==> config.mk <==
export PLATFORM = sky130hd
export DESIGN_NAME = pdm_ctrl
export DESIGN_NICKNAME = d
export VERILOG_FILES = /design/src/hdl/pdm_pkg.sv /design/src/hdl/pdm_clkdiv.sv /design/src/hdl/pdm_ctrl.sv
export SDC_FILE = /design/constraint.sdc
export NUM_CORES = 1
export LEC_CHECK = 0
export ABC_AREA = 1
export BUFFER_PORTS_ARGS = -buffer_cell sky130_fd_sc_hd__buf_2
export CAP_MARGIN = 20
export CORE_UTILIZATION = 50
export CTS_CLUSTER_SIZE = 24
export DETAILED_ROUTE_END_ITERATION = 10
export PLACE_DENSITY = 0.75
export SYNTH_ARGS = -nofsm -noshare
export SYNTH_HDL_FRONTEND = slang
export SYNTH_HIERARCHICAL = 1
export SYNTH_SLANG_ARGS = --single-unit
==> constraint.sdc <==
create_clock -name pclk -period 4.2 [get_ports pclk]
set_input_delay 0.84 -clock pclk [delete_from_list [all_inputs] [get_ports pclk]]
set_output_delay 0.84 -clock pclk [all_outputs]
set_load 0.03 [all_outputs]
==> src/hdl/pdm_pkg.sv <==
// Package of constants for the power-down mode controller
package pdm_pkg;
    // ------------------------------------------------------------
    // Register map
    // ------------------------------------------------------------
    localparam logic [7:0] PDM_OFS_CTRL1  = 8'h00;
    localparam logic [7:0] PDM_OFS_CTRL2  = 8'h04;
    localparam logic [7:0] PDM_OFS_HALT   = 8'h08;
    localparam logic [7:0] PDM_OFS_STATUS = 8'h0C;
    localparam logic [7:0] PDM_RST_CTRL1  = 8'h00;
    localparam logic [7:0] PDM_RST_CTRL2  = 8'h00;
    localparam logic [7:0] PDM_RST_HALT   = 8'h00;
    localparam logic [7:0] PDM_CTRL1_WMASK = 8'hF8;
    localparam logic [7:0] PDM_HALT_WMASK  = 8'h7F;
    // Control 1 fields
    localparam int PDM_STBY_BIT  = 7;
    localparam int PDM_WAIT_MSB  = 6;
    localparam int PDM_WAIT_LSB  = 4;
    localparam int PDM_NOISE_BIT = 3;
    // Control 2 fields
    localparam int PDM_SKIND_BIT = 7;
    localparam int PDM_LOWS_BIT  = 6;
    localparam int PDM_DIRT_BIT  = 5;
    localparam int PDM_MA_MSB    = 4;
    localparam int PDM_MA_LSB    = 2;
    localparam int PDM_SA_MSB    = 1;
    localparam int PDM_SA_LSB    = 0;
    // ------------------------------------------------------------
    // Timing
    // ------------------------------------------------------------
    localparam int PDM_NOISE_DIV_SLOW = 16;
    localparam int PDM_NOISE_DIV_FAST = 4;
    localparam int PDM_WAIT_W         = 18;
    localparam logic [17:0] PDM_WAIT_0 = 18'h02000;
    localparam logic [17:0] PDM_WAIT_1 = 18'h04000;
    localparam logic [17:0] PDM_WAIT_2 = 18'h08000;
    localparam logic [17:0] PDM_WAIT_3 = 18'h10000;
    localparam logic [17:0] PDM_WAIT_4 = 18'h20000;
    localparam logic [17:0] PDM_WAIT_5 = 18'h00400;
    localparam logic [17:0] PDM_WAIT_6 = 18'h00080;
    localparam logic [17:0] PDM_WAIT_7 = 18'h00010;
    typedef enum logic [2:0] {
        PDM_ACTIVE, PDM_SUBACTIVE, PDM_SLEEP, PDM_SUBSLEEP, PDM_STANDBY
    } pdm_mode_t;
endpackage

==> src/hdl/pdm_clkdiv.sv <==
// Divider producing clock-enable ticks for the mode clocks
module pdm_clkdiv (
    input  wire logic       pclk,
    input  wire logic       presetn,
    input  wire logic       run,
    input  wire logic [6:0] ratio,
    output logic            tick
);
    logic [6:0] cnt_reg;

    // ------------------------------------------------------------
    // Counter
    // ------------------------------------------------------------
    // Count holds while stopped: edge-driven use would lose its phase if cleared
    always_ff @(posedge pclk or negedge presetn) begin
        if (!presetn) begin
            cnt_reg <= 7'h00;
        end else if (run && cnt_reg >= ratio - 7'h01) begin
            cnt_reg <= 7'h00;
        end else if (run) begin
            cnt_reg <= cnt_reg + 7'h01;
        end
    end

    assign tick = run && (cnt_reg >= ratio - 7'h01);
endmodule

==> src/hdl/pdm_ctrl.sv <==
// Power-down mode controller with APB registers
//
// The address map and the APB register port were left to the implementer.
module pdm_ctrl #(
    parameter int NMOD = 7
) (
    input  wire logic            pclk,
    input  wire logic            presetn,
    input  wire logic            psel,
    input  wire logic            penable,
    input  wire logic            pwrite,
    input  wire logic [7:0]      paddr,
    input  wire logic [31:0]     pwdata,
    output logic [31:0]          prdata,
    output logic                 pready,
    output logic                 pslverr,
    input  wire logic            sleep_exec,
    input  wire logic            wake_irq,
    input  wire logic            ext_clock_sel,
    input  wire logic            timebase_sel,
    input  wire logic            watch_clk_pin,
    output logic                 cpu_clk_en,
    output logic                 periph_clk_en,
    output logic [NMOD-1:0]      module_clk_en,
    output logic                 timebase_clk_en,
    output logic                 noise_sample_tick,
    output logic                 watch_clk_filtered,
    output logic                 wake_wait_busy
);
    logic [7:0]            ctrl1_reg;
    logic [7:0]            ctrl2_reg;
    logic [7:0]            halt_reg;
    pdm_pkg::pdm_mode_t    mode_reg;
    pdm_pkg::pdm_mode_t    mode_next;
    logic [17:0]           wait_reg;
    logic                  waiting_reg;
    logic [31:0]           prdata_reg;
    logic [2:0]            wclk_sync_reg;
    logic                  wclk_reg;
    logic                  sys_tick;
    logic                  sub_tick;
    logic                  noise_tick;
    logic [6:0]            sys_ratio;
    logic [6:0]            sub_ratio;
    logic                  wr_en;
    logic                  rd_en;
    logic                  addr_ok;
    logic                  sys_run;
    logic                  sub_side;
    logic                  wclk_prev_reg;
    logic [6:0]            sys_gap_reg;

    // ------------------------------------------------------------
    // Decode helpers
    // ------------------------------------------------------------
    // wait count table
    function automatic logic [17:0] wait_count(input logic [2:0] code);
        case (code)
            3'h0:    wait_count = pdm_pkg::PDM_WAIT_0;
            3'h1:    wait_count = pdm_pkg::PDM_WAIT_1;
            3'h2:    wait_count = pdm_pkg::PDM_WAIT_2;
            3'h3:    wait_count = pdm_pkg::PDM_WAIT_3;
            3'h4:    wait_count = pdm_pkg::PDM_WAIT_4;
            3'h5:    wait_count = pdm_pkg::PDM_WAIT_5;
            3'h6:    wait_count = pdm_pkg::PDM_WAIT_6;
            default: wait_count = pdm_pkg::PDM_WAIT_7;
        endcase
    endfunction

    function automatic logic is_sub(input pdm_pkg::pdm_mode_t m);
        is_sub = (m == pdm_pkg::PDM_SUBACTIVE) || (m == pdm_pkg::PDM_SUBSLEEP);
    endfunction

    // ------------------------------------------------------------
    // APB slave
    // ------------------------------------------------------------
    assign addr_ok = (paddr == pdm_pkg::PDM_OFS_CTRL1) || (paddr == pdm_pkg::PDM_OFS_CTRL2)
                  || (paddr == pdm_pkg::PDM_OFS_HALT) || (paddr == pdm_pkg::PDM_OFS_STATUS);
    assign wr_en   = psel && penable && pwrite && addr_ok;
    assign rd_en   = psel && !penable && !pwrite;
    assign pready  = 1'b1;
    assign pslverr = psel && penable && !addr_ok;
    assign prdata  = prdata_reg;

    always_ff @(posedge pclk or negedge presetn) begin
        if (!presetn) begin
            ctrl1_reg <= pdm_pkg::PDM_RST_CTRL1;
        end else if (wr_en && paddr == pdm_pkg::PDM_OFS_CTRL1) begin
            ctrl1_reg <= pwdata[7:0] & pdm_pkg::PDM_CTRL1_WMASK;
        end
    end

    always_ff @(posedge pclk or negedge presetn) begin
        if (!presetn) begin
            ctrl2_reg <= pdm_pkg::PDM_RST_CTRL2;
        end else if (wr_en && paddr == pdm_pkg::PDM_OFS_CTRL2) begin
            ctrl2_reg <= pwdata[7:0];
        end
    end

    always_ff @(posedge pclk or negedge presetn) begin
        if (!presetn) begin
            halt_reg <= pdm_pkg::PDM_RST_HALT;
        end else if (wr_en && paddr == pdm_pkg::PDM_OFS_HALT) begin
            halt_reg <= pwdata[7:0] & pdm_pkg::PDM_HALT_WMASK;
        end
    end

    // Read data captured in setup phase, valid during access
    always_ff @(posedge pclk or negedge presetn) begin
        if (!presetn) begin
            prdata_reg <= 32'h00000000;
        end else if (rd_en) begin
            case (paddr)
                pdm_pkg::PDM_OFS_CTRL1:  prdata_reg <= {24'h000000, ctrl1_reg};
                pdm_pkg::PDM_OFS_CTRL2:  prdata_reg <= {24'h000000, ctrl2_reg};
                pdm_pkg::PDM_OFS_HALT:   prdata_reg <= {24'h000000, halt_reg};
                pdm_pkg::PDM_OFS_STATUS: prdata_reg <= {28'h0000000, waiting_reg, mode_reg};
                default:                 prdata_reg <= 32'h00000000;
            endcase
        end
    end

    // ------------------------------------------------------------
    // Mode selection
    // ------------------------------------------------------------
    always_comb begin
        mode_next = mode_reg;
        if (sleep_exec && !waiting_reg) begin
            if (ctrl1_reg[pdm_pkg::PDM_STBY_BIT]) begin
                mode_next = pdm_pkg::PDM_STANDBY;
            end else if (ctrl2_reg[pdm_pkg::PDM_DIRT_BIT]) begin
                mode_next = ctrl2_reg[pdm_pkg::PDM_LOWS_BIT] ? pdm_pkg::PDM_SUBACTIVE : pdm_pkg::PDM_ACTIVE;
            end else if (ctrl2_reg[pdm_pkg::PDM_SKIND_BIT] && ctrl2_reg[pdm_pkg::PDM_LOWS_BIT]) begin
                mode_next = pdm_pkg::PDM_SUBSLEEP;
            end else begin
                mode_next = pdm_pkg::PDM_SLEEP;
            end
        end else if (wake_irq && mode_reg != pdm_pkg::PDM_ACTIVE) begin
            mode_next = ctrl2_reg[pdm_pkg::PDM_LOWS_BIT] ? pdm_pkg::PDM_SUBACTIVE : pdm_pkg::PDM_ACTIVE;
        end
    end

    always_ff @(posedge pclk or negedge presetn) begin
        if (!presetn) begin
            mode_reg <= pdm_pkg::PDM_ACTIVE;
        end else begin
            mode_reg <= mode_next;
        end
    end

    // ------------------------------------------------------------
    // Wake wait counter
    // ------------------------------------------------------------
    // wait on wake into system clock
    always_ff @(posedge pclk or negedge presetn) begin
        if (!presetn) begin
            waiting_reg <= 1'b0;
            wait_reg    <= 18'h00000;
        end else if (mode_next != mode_reg && !is_sub(mode_next)
                     && (mode_reg == pdm_pkg::PDM_STANDBY || is_sub(mode_reg))) begin
            waiting_reg <= 1'b1;
            wait_reg    <= wait_count(ctrl1_reg[pdm_pkg::PDM_WAIT_MSB:pdm_pkg::PDM_WAIT_LSB]) - 18'h00001;
        end else if (waiting_reg) begin
            if (wait_reg == 18'h00000) begin
                waiting_reg <= 1'b0;
            end else begin
                wait_reg <= wait_reg - 18'h00001;
            end
        end
    end

    assign wake_wait_busy = waiting_reg;

    // ------------------------------------------------------------
    // Clock dividers
    // ------------------------------------------------------------
    // system divider ratio
    always_comb begin
        case (ctrl2_reg[pdm_pkg::PDM_MA_MSB:pdm_pkg::PDM_MA_LSB])
            3'h4:    sys_ratio = 7'h08;
            3'h5:    sys_ratio = 7'h10;
            3'h6:    sys_ratio = 7'h20;
            3'h7:    sys_ratio = 7'h40;
            default: sys_ratio = 7'h01;
        endcase
    end

    always_comb begin
        case (ctrl2_reg[pdm_pkg::PDM_SA_MSB:pdm_pkg::PDM_SA_LSB])
            2'h0:    sub_ratio = 7'h02;
            2'h1:    sub_ratio = 7'h04;
            default: sub_ratio = 7'h08;
        endcase
    end

    assign sub_side = is_sub(mode_reg);
    assign sys_run  = !sub_side && mode_reg != pdm_pkg::PDM_STANDBY && !waiting_reg;

    pdm_clkdiv u_sys_div (
        .pclk    (pclk),
        .presetn (presetn),
        .run     (sys_run),
        .ratio   (sys_ratio),
        .tick    (sys_tick)
    );

    // Subclock counts rising edges of the filtered watch clock
    pdm_clkdiv u_sub_div (
        .pclk    (pclk),
        .presetn (presetn),
        .run     (sub_side && wclk_reg && !wclk_prev_reg),
        .ratio   (sub_ratio),
        .tick    (sub_tick)
    );

    // ------------------------------------------------------------
    // Watch clock sampling
    // ------------------------------------------------------------
    // sampling rate select
    pdm_clkdiv u_noise_div (
        .pclk    (pclk),
        .presetn (presetn),
        .run     (1'b1),
        .ratio   (ctrl1_reg[pdm_pkg::PDM_NOISE_BIT] ? 7'(pdm_pkg::PDM_NOISE_DIV_FAST)
                                                    : 7'(pdm_pkg::PDM_NOISE_DIV_SLOW)),
        .tick    (noise_tick)
    );

    always_ff @(posedge pclk or negedge presetn) begin
        if (!presetn) begin
            wclk_sync_reg <= 3'h0;
        end else begin
            wclk_sync_reg <= {wclk_sync_reg[1:0], watch_clk_pin};
        end
    end

    // Only accepted when stages two and three agree on a sample tick
    always_ff @(posedge pclk or negedge presetn) begin
        if (!presetn) begin
            wclk_reg <= 1'b0;
        end else if (noise_tick && wclk_sync_reg[1] == wclk_sync_reg[2]) begin
            wclk_reg <= wclk_sync_reg[2];
        end
    end

    // Previous filtered level, for the rising-edge pulse
    always_ff @(posedge pclk or negedge presetn) begin
        if (!presetn) begin
            wclk_prev_reg <= 1'b0;
        end else begin
            wclk_prev_reg <= wclk_reg;
        end
    end

    assign noise_sample_tick  = noise_tick;
    assign watch_clk_filtered = wclk_reg;

    // ------------------------------------------------------------
    // Clock gating
    // ------------------------------------------------------------
    // processor enable
    assign cpu_clk_en    = (mode_reg == pdm_pkg::PDM_ACTIVE && sys_tick)
                        || (mode_reg == pdm_pkg::PDM_SUBACTIVE && sub_tick);
    assign periph_clk_en = sub_side ? sub_tick : sys_tick;
    assign timebase_clk_en = timebase_sel ? wclk_reg : periph_clk_en;

    genvar gi;
    generate
        for (gi = 0; gi < NMOD; gi++) begin : g_mod
            assign module_clk_en[gi] = periph_clk_en && !halt_reg[gi];
        end
    endgenerate

    // ------------------------------------------------------------
    // Checks
    // ------------------------------------------------------------
    logic unused_ext;
    assign unused_ext = ext_clock_sel;

    // Cycles since the last system tick, for the divider check
    always_ff @(posedge pclk or negedge presetn) begin
        if (!presetn) begin
            sys_gap_reg <= 7'h00;
        end else if (sys_tick) begin
            sys_gap_reg <= 7'h00;
        end else if (sys_gap_reg != 7'h7F) begin
            sys_gap_reg <= sys_gap_reg + 7'h01;
        end
    end

    standby_stop_a: assert property (@(posedge pclk) disable iff (!presetn)
        mode_reg == pdm_pkg::PDM_STANDBY |-> !cpu_clk_en && !periph_clk_en)
        else $error("clock running in standby");
    sleep_cpu_a: assert property (@(posedge pclk) disable iff (!presetn)
        mode_reg == pdm_pkg::PDM_SLEEP |-> !cpu_clk_en)
        else $error("cpu running in sleep");
    subsleep_cpu_a: assert property (@(posedge pclk) disable iff (!presetn)
        mode_reg == pdm_pkg::PDM_SUBSLEEP |-> !cpu_clk_en)
        else $error("cpu running in subsleep");
    standby_enter_a: assert property (@(posedge pclk) disable iff (!presetn)
        sleep_exec && !waiting_reg && ctrl1_reg[7] |=> mode_reg == pdm_pkg::PDM_STANDBY)
        else $error("standby not entered");
    sleep_enter_a: assert property (@(posedge pclk) disable iff (!presetn)
        sleep_exec && !waiting_reg && ctrl1_reg[7:5] == 3'h0 && !ctrl2_reg[5] && !ctrl2_reg[6]
        |=> mode_reg == pdm_pkg::PDM_SLEEP)
        else $error("sleep not entered");
    reserved_zero_a: assert property (@(posedge pclk) disable iff (!presetn)
        ctrl1_reg[2:0] == 3'h0)
        else $error("reserved bits set");
    wait_short_a: assert property (@(posedge pclk) disable iff (!presetn)
        $rose(waiting_reg) && ctrl1_reg[6:4] == 3'h7 |-> ##15 (waiting_reg && wait_reg == 18'h00000) ##1 !waiting_reg)
        else $error("16 state wait wrong");
    wait_hold_a: assert property (@(posedge pclk) disable iff (!presetn)
        waiting_reg |-> !cpu_clk_en && !periph_clk_en)
        else $error("clock during wake wait");
    module_halt_a: assert property (@(posedge pclk) disable iff (!presetn)
        halt_reg[0] |-> !module_clk_en[0])
        else $error("halted module clocked");
    noise_fast_a: assert property (@(posedge pclk) disable iff (!presetn)
        noise_tick && ctrl1_reg[3] ##1 ctrl1_reg[3] [*4]
        |-> noise_tick && $past(!noise_tick) && $past(!noise_tick, 2) && $past(!noise_tick, 3))
        else $error("noise rate wrong");
    div8_a: assert property (@(posedge pclk) disable iff (!presetn)
        sys_tick && sys_ratio == 7'h08 ##1 (sys_run && sys_ratio == 7'h08) [*8] |-> sys_tick && sys_gap_reg == 7'h07)
        else $error("divide by 8 wrong");

    cov_standby_c: cover property (@(posedge pclk) mode_reg == pdm_pkg::PDM_STANDBY);
    cov_wake_c: cover property (@(posedge pclk) $fell(waiting_reg));
    cov_subact_c: cover property (@(posedge pclk) mode_reg == pdm_pkg::PDM_SUBACTIVE && cpu_clk_en);
endmodule

* Yosys cells after proc, flatten, opt, wreduce, memory -nomap -nowiden *
Cells that the tools add are included.

word-level totals
  register bits after elaboration = 100
  output and inout bits = 47

operators by class
  $add $sub $neg = 8
  order comparisons = 3
  equality and inequality tests = 23
  mux-type cells = 25
  reductions and logical operators = 61

operators with widths
  operator                                            count
  one-hot mux 18 bit (7 select lines)                 1
  2-to-1 mux 18 bit                                   4
  subtractor 18 x 1 -> 18 bit, second input constant  2
  2-to-1 mux 7 bit                                    5
  one-hot mux 8 bit (4 select lines)                  1
  logical AND 1 bit                                   30
  one-hot mux 7 bit (4 select lines)                  1
  == test 3 bit, second input constant                8
  adder 7 x 1 -> 7 bit, second input constant         3
  greater-or-equal comparator 7 bit                   3
  zero test 18 bit                                    1
  == test 8 x 4 -> 1 bit, second input constant       2
  zero test 1 bit                                     14
  == test 3 x 2 -> 1 bit, second input constant       4
  == test 3 x 1 -> 1 bit, second input constant       3
  2-to-1 mux 3 bit                                    3
  == test 8 x 3 -> 1 bit, second input constant       1
  zero test 8 bit                                     1
  one-hot mux 4 bit (2 select lines)                  1
  logical OR 1 bit                                    7
  2-to-1 mux 1 bit                                    7
  subtractor 7 x 1 -> 7 bit, second input constant    1
  zero test 3 bit                                     2
  nonzero test 2 bit                                  3
  12 further kinds                                    12

* Logic depth before layout (Yosys ltp) *
  depth after elaboration = 13
  mapped depth = 20
  mapped depth without buffers = 20

* Modules after synthesis *
The synthesis kept the hierarchy.

modules (own cells, without submodules)
  module      times used  cells an instance  area each (um^2)  seq. area each (um^2)
  pdm_ctrl    1           447                3,447.1           1,376.3
  pdm_clkdiv  3           85                 625.6             175.2

* Worst setup path before layout *
OpenSTA, ideal clock, no wires.

  path type = register to output
  start point = reg ctrl2_reg[4]
  end point = out timebase_clk_en
  data arrival time = 3.211 ns
  slack = 0.149 ns
  stages on the path, launching flop included = 19
  path buffers = 0
  path through = dfrtp_1 inv_1 inv_1 ha_1 inv_1 nor3_1 nand2_1 xor2_1 ha_1 nand2_1 nor2_1 nand2_1 nor2_1 nor2_1 nor2_4 o21ai_0 nand2_1 inv_1 o21ai_0

on the way
  longest elaborated chain between the ends = 7
  elaborated cells on any way between the ends = 10
  those cells by class = 1 x add/sub; 1 x order compare; 4 x eq/ne; 3 x mux; 1 x reduce/logical

ends and longest elaborated chain
  item                                    RTL line          RTL
  from (decl)                             pdm_ctrl.sv:31    logic [7:0] ctrl2_reg;
  from (signal assigned)                  pdm_ctrl.sv:95    ctrl2_reg <= pdm_pkg::PDM_RST_CTRL2;
  from (signal assigned)                  pdm_ctrl.sv:97    ctrl2_reg <= pwdata[7:0];
  == test 3 bit                           pdm_ctrl.sv:180   case (ctrl2_reg[pdm_pkg::PDM_MA_MSB:pdm_pkg::PDM_MA_LSB])
  one-hot mux 7 bit (4 select lines) (*)  pdm_ctrl.sv:180
  named net sys_ratio[0]                  pdm_ctrl.sv:43    logic [6:0] sys_ratio;
  subtractor 7 x 1 -> 7 bit (*)           pdm_clkdiv.sv:25  assign tick = run && (cnt_reg >= ratio - 7'h01);
  greater-or-equal comparator 7 bit (*)   pdm_clkdiv.sv:25
  logical AND 1 bit (*)                   pdm_clkdiv.sv:25
  named net sys_tick                      pdm_ctrl.sv:40    logic sys_tick;
  2-to-1 mux 1 bit (*)                    pdm_ctrl.sv:265   assign periph_clk_en = sub_side ? sub_tick : sys_tick;
  named net periph_clk_en                 pdm_ctrl.sv:23    output logic periph_clk_en,
  2-to-1 mux 1 bit (*)                    pdm_ctrl.sv:266   assign timebase_clk_en = timebase_sel ? wclk_reg : periph_clk_en;
  to (decl)                               pdm_ctrl.sv:25    output logic timebase_clk_en,

The timed path passes the listed nets; every way through them passes the cells marked *.

* Final worst setup path *
  start point = reg ctrl2_reg[4]
  end point = out module_clk_en[3]

on the way
  longest elaborated chain between the ends = 7
  elaborated cells on any way between the ends = 10
  those cells by class = 1 x add/sub; 1 x order compare; 4 x eq/ne; 2 x mux; 2 x reduce/logical

ends and longest elaborated chain
  item                                    RTL line          RTL
  == test 3 bit                           pdm_ctrl.sv:180
  one-hot mux 7 bit (4 select lines) (*)  pdm_ctrl.sv:180
  named net sys_ratio[0]                  pdm_ctrl.sv:43
  subtractor 7 x 1 -> 7 bit (*)           pdm_clkdiv.sv:25
  greater-or-equal comparator 7 bit (*)   pdm_clkdiv.sv:25
  logical AND 1 bit (*)                   pdm_clkdiv.sv:25
  named net sys_tick                      pdm_ctrl.sv:40
  2-to-1 mux 1 bit (*)                    pdm_ctrl.sv:265
  logical AND 1 bit (*)                   pdm_ctrl.sv:271   assign module_clk_en[gi] = periph_clk_en && !halt_reg[gi];
  to (decl)                               pdm_ctrl.sv:24    output logic [NMOD-1:0] module_clk_en,

Marks and branches as above.

==> impl_metrics.tcl <==
set metrics [dict create \
    fp-row-count 37 \
    fill_cells 943 \
    yosysUniqueCellTypes 39 \
    slew_viol_final 0 \
    syn_to_final_growth_pct 11.7 \
    ys_seq_area_frac 0.357 \
    drt_first_pass_iters 5 \
    path_clk_slew_ns 0.08 \
    design_area_um2 5950 \
    cap_violations 0 \
    critical_path_class "flop to output port" \
    synthCells 702 \
    gp_congestion 0.883 \
    grt.total_usage 0.208 \
    syn_area_per_cell_um2 7.58 \
    period_share 0.946 \
    synthFlopType "dfrtp_1" \
    die-area_um2 11100 \
    grt_overflow 0 \
    p_per_area_nw_per_um2 575 \
    async_flop_share 1.00 \
    finalClockSkew_ns 0.0105 \
    hp-start "wclk_sync_reg[0]" \
    status "finished clean" \
    viasPerCell 4.85 \
    rr_worst_depth 19 \
    cp.arrival_ns 3.13 \
    fin_nets 859 \
    fmax_ghz 0.252 \
    ios 97 \
    detail_route.wl_per_cell_um 11.8 \
    core_area_um2 10300 \
    clockBufferDepth 2 \
    port-buffer-count 46 \
    drt-initial-drc-count 254 \
    synth_area_um2 5320 \
    r2r_end "wait_reg[10]" \
    drive_above_1_share 0.186 \
    cts_hold_buf 0 \
    relSlewSlack 0.368 \
    synth_area_leader_cell "dfrtp_1" \
    cp-end-kind "output port" \
    diodes 0 \
    worstHoldPathType "flop to flop" \
    min_path_cells 0 \
    reg2reg_slack_ns 1.35 \
    antenna_found_initial 0 \
    root_buffer "clkbuf_8" \
    grt_pass1_vias 4251 \
    synth_top_area_share 0.357 \
    clkSinkCount 76 \
    drc 0 \
    largest_register_ffs 18 \
    cts_buffers 9 \
    via_count 4471 \
    placedInstanceArea_um2 5660 \
    synth.most_common_cell "nand2_1" \
    dp_hpwl_mm 8.26 \
    ant_nets 0 \
    die_w_um 105 \
    worstPathRequired_ns 3.36 \
    finalHoldViolCount 0 \
    grt_max_degree 77 \
    wl_mm 10.9 \
    period_minus_slack_ns 3.97 \
    final_core_util 0.576 \
    worst_pin_slew_ns 0.948 \
    start_kind "flop" \
    synth_edf_count 0 \
    netlist_top_cells_area "dfrtp_1, nand2_1, ha_1" \
    setup_viol 0 \
    hold_end "wclk_sync_reg[1]" \
    r2r-start "wake_wait_busy" \
    h-tree-depth 3 \
    synth-seq-cells 76 \
    peakVddDrop_v 0.000220 \
    synth.top_cells.by_count "nand2_1, inv_1, dfrtp_1" \
    start_util 0.516 \
    finalPower_w 0.00342 \
    fp.dieH_um 105 \
    cts_tree "yes" \
    power.leakage_nw 3.06 \
    cp_max_fo 8 \
    yosysWarnings 6 \
    clock_latency_ns 0.34 \
    grt_pass1_wl_mm 18.6 \
]
layer usage:
layer / vias up / wire, µm / track usage
met2: 111 / 5210 / 0.361
met3: 14 / 447 / 0.0287
met1: 2040 / 5060 / 0.266
met4: 0 / 170 / 0.0694
met5: - / 0 / 0
li1: 2306 / - / -
metrics by stage:
stage | TNS (ns) | worst slack, ns | hold slack [ns] | cells
2_1_floorplan | 0 | 0.149 | 0.331 | 752
5_1_grt | -0.0174 | -0.00745 | 0.372 | 922
6_report | 0 | 0.226 | 0.357 | 922
4_1_cts | 0 | 0.00888 | 0.360 | 915
3_5_place_dp | 0 | 0.232 | 0.340 | 899
3_3_place_gp | 0 | 0.302 | 0.337 | 899
power breakdown:
part / total [W] / internal [W] / switching (W) / leakage, nW
clock: 0.000539 / 0.000272 / 0.000266 / 0.0931
sequential: 0.00111 / 0.000920 / 0.000195 / 0.998
combinational: 0.00177 / 0.000601 / 0.00117 / 1.97
placed cells by master, fill, tap and decap left out, drive strengths merged, types with 13 or more instances in the layout:
cell type and count:
nand2 190, inv 98, nor2 93, dfrtp 76, conb 52, buf 52
nand3 48, o21ai 43, ha 28, xor2 22, nor3 19, xnor2 13
logic make-up after synthesis:
group,count (synthesis),synth area share
compound gates,63,0.0689
buf+inv,133,0.117
fa+ha+maj,28,0.0658
simple gates,365,0.333
flops,76,0.357
xor+xnor,35,0.0576
other cells,2,0.00141
final cells by class:
| class | instances | area (µm²) | area share |
|---|---|---|---|
| clock inverters | 5 | 52.6 | 0.00884 |
| inverters | 98 | 370 | 0.0623 |
| multi-input cells | 543 | 3020 | 0.509 |
| well taps | 136 | 170 | 0.0286 |
| flip-flops and latches | 76 | 1900 | 0.320 |
| repair buffers | 53 | 295 | 0.0497 |
| clock buffers | 11 | 131 | 0.0221 |
critical path: stages, from the launching register on:
cell,delay [ns]
dfrtp_1,0.36
inv_2,0.09
inv_2,0.09
ha_2,0.19
inv_1,0.05
nor3_2,0.21
nand2_1,0.09
xor2_1,0.15
ha_1,0.30
nand2_1,0.09
nor2_2,0.12
nand2_1,0.08
nor2_2,0.11
nor2_2,0.07
nor2_4,0.15
o21ai_0,0.12
nand2_2,0.11
inv_4,0.07
nor2_1,0.14
buf_4,0.19
worst max path at each step:
| stage | from | end | slack (ns) | depth (start not counted) |
|---|---|---|---|---|
| after CTS | ctrl2_reg[1] | timebase_clk_en | 0.009 | 19 |
| after detailed placement | ctrl2_reg[1] | timebase_clk_en | 0.23 | 19 |
| after global routing | ctrl2_reg[4] | timebase_clk_en | -0.007 | 19 |
| after global placement | ctrl2_reg[1] | timebase_clk_en | 0.30 | 19 |
| after floorplan | ctrl2_reg[4] | timebase_clk_en | 0.15 | 18 |
| final | ctrl2_reg[4] | module_clk_en[3] | 0.23 | 19 |
what timing repair did:
| action | CTS | global route |
|---|---|---|
| setup endpoints to repair | 9 | 9 |
| resized for setup | 3 | 19 |
| buffers inserted | 0 | 7 |
| pin swaps | 0 | 4 |
No activity file was read; power rests on OpenSTA's default activity.
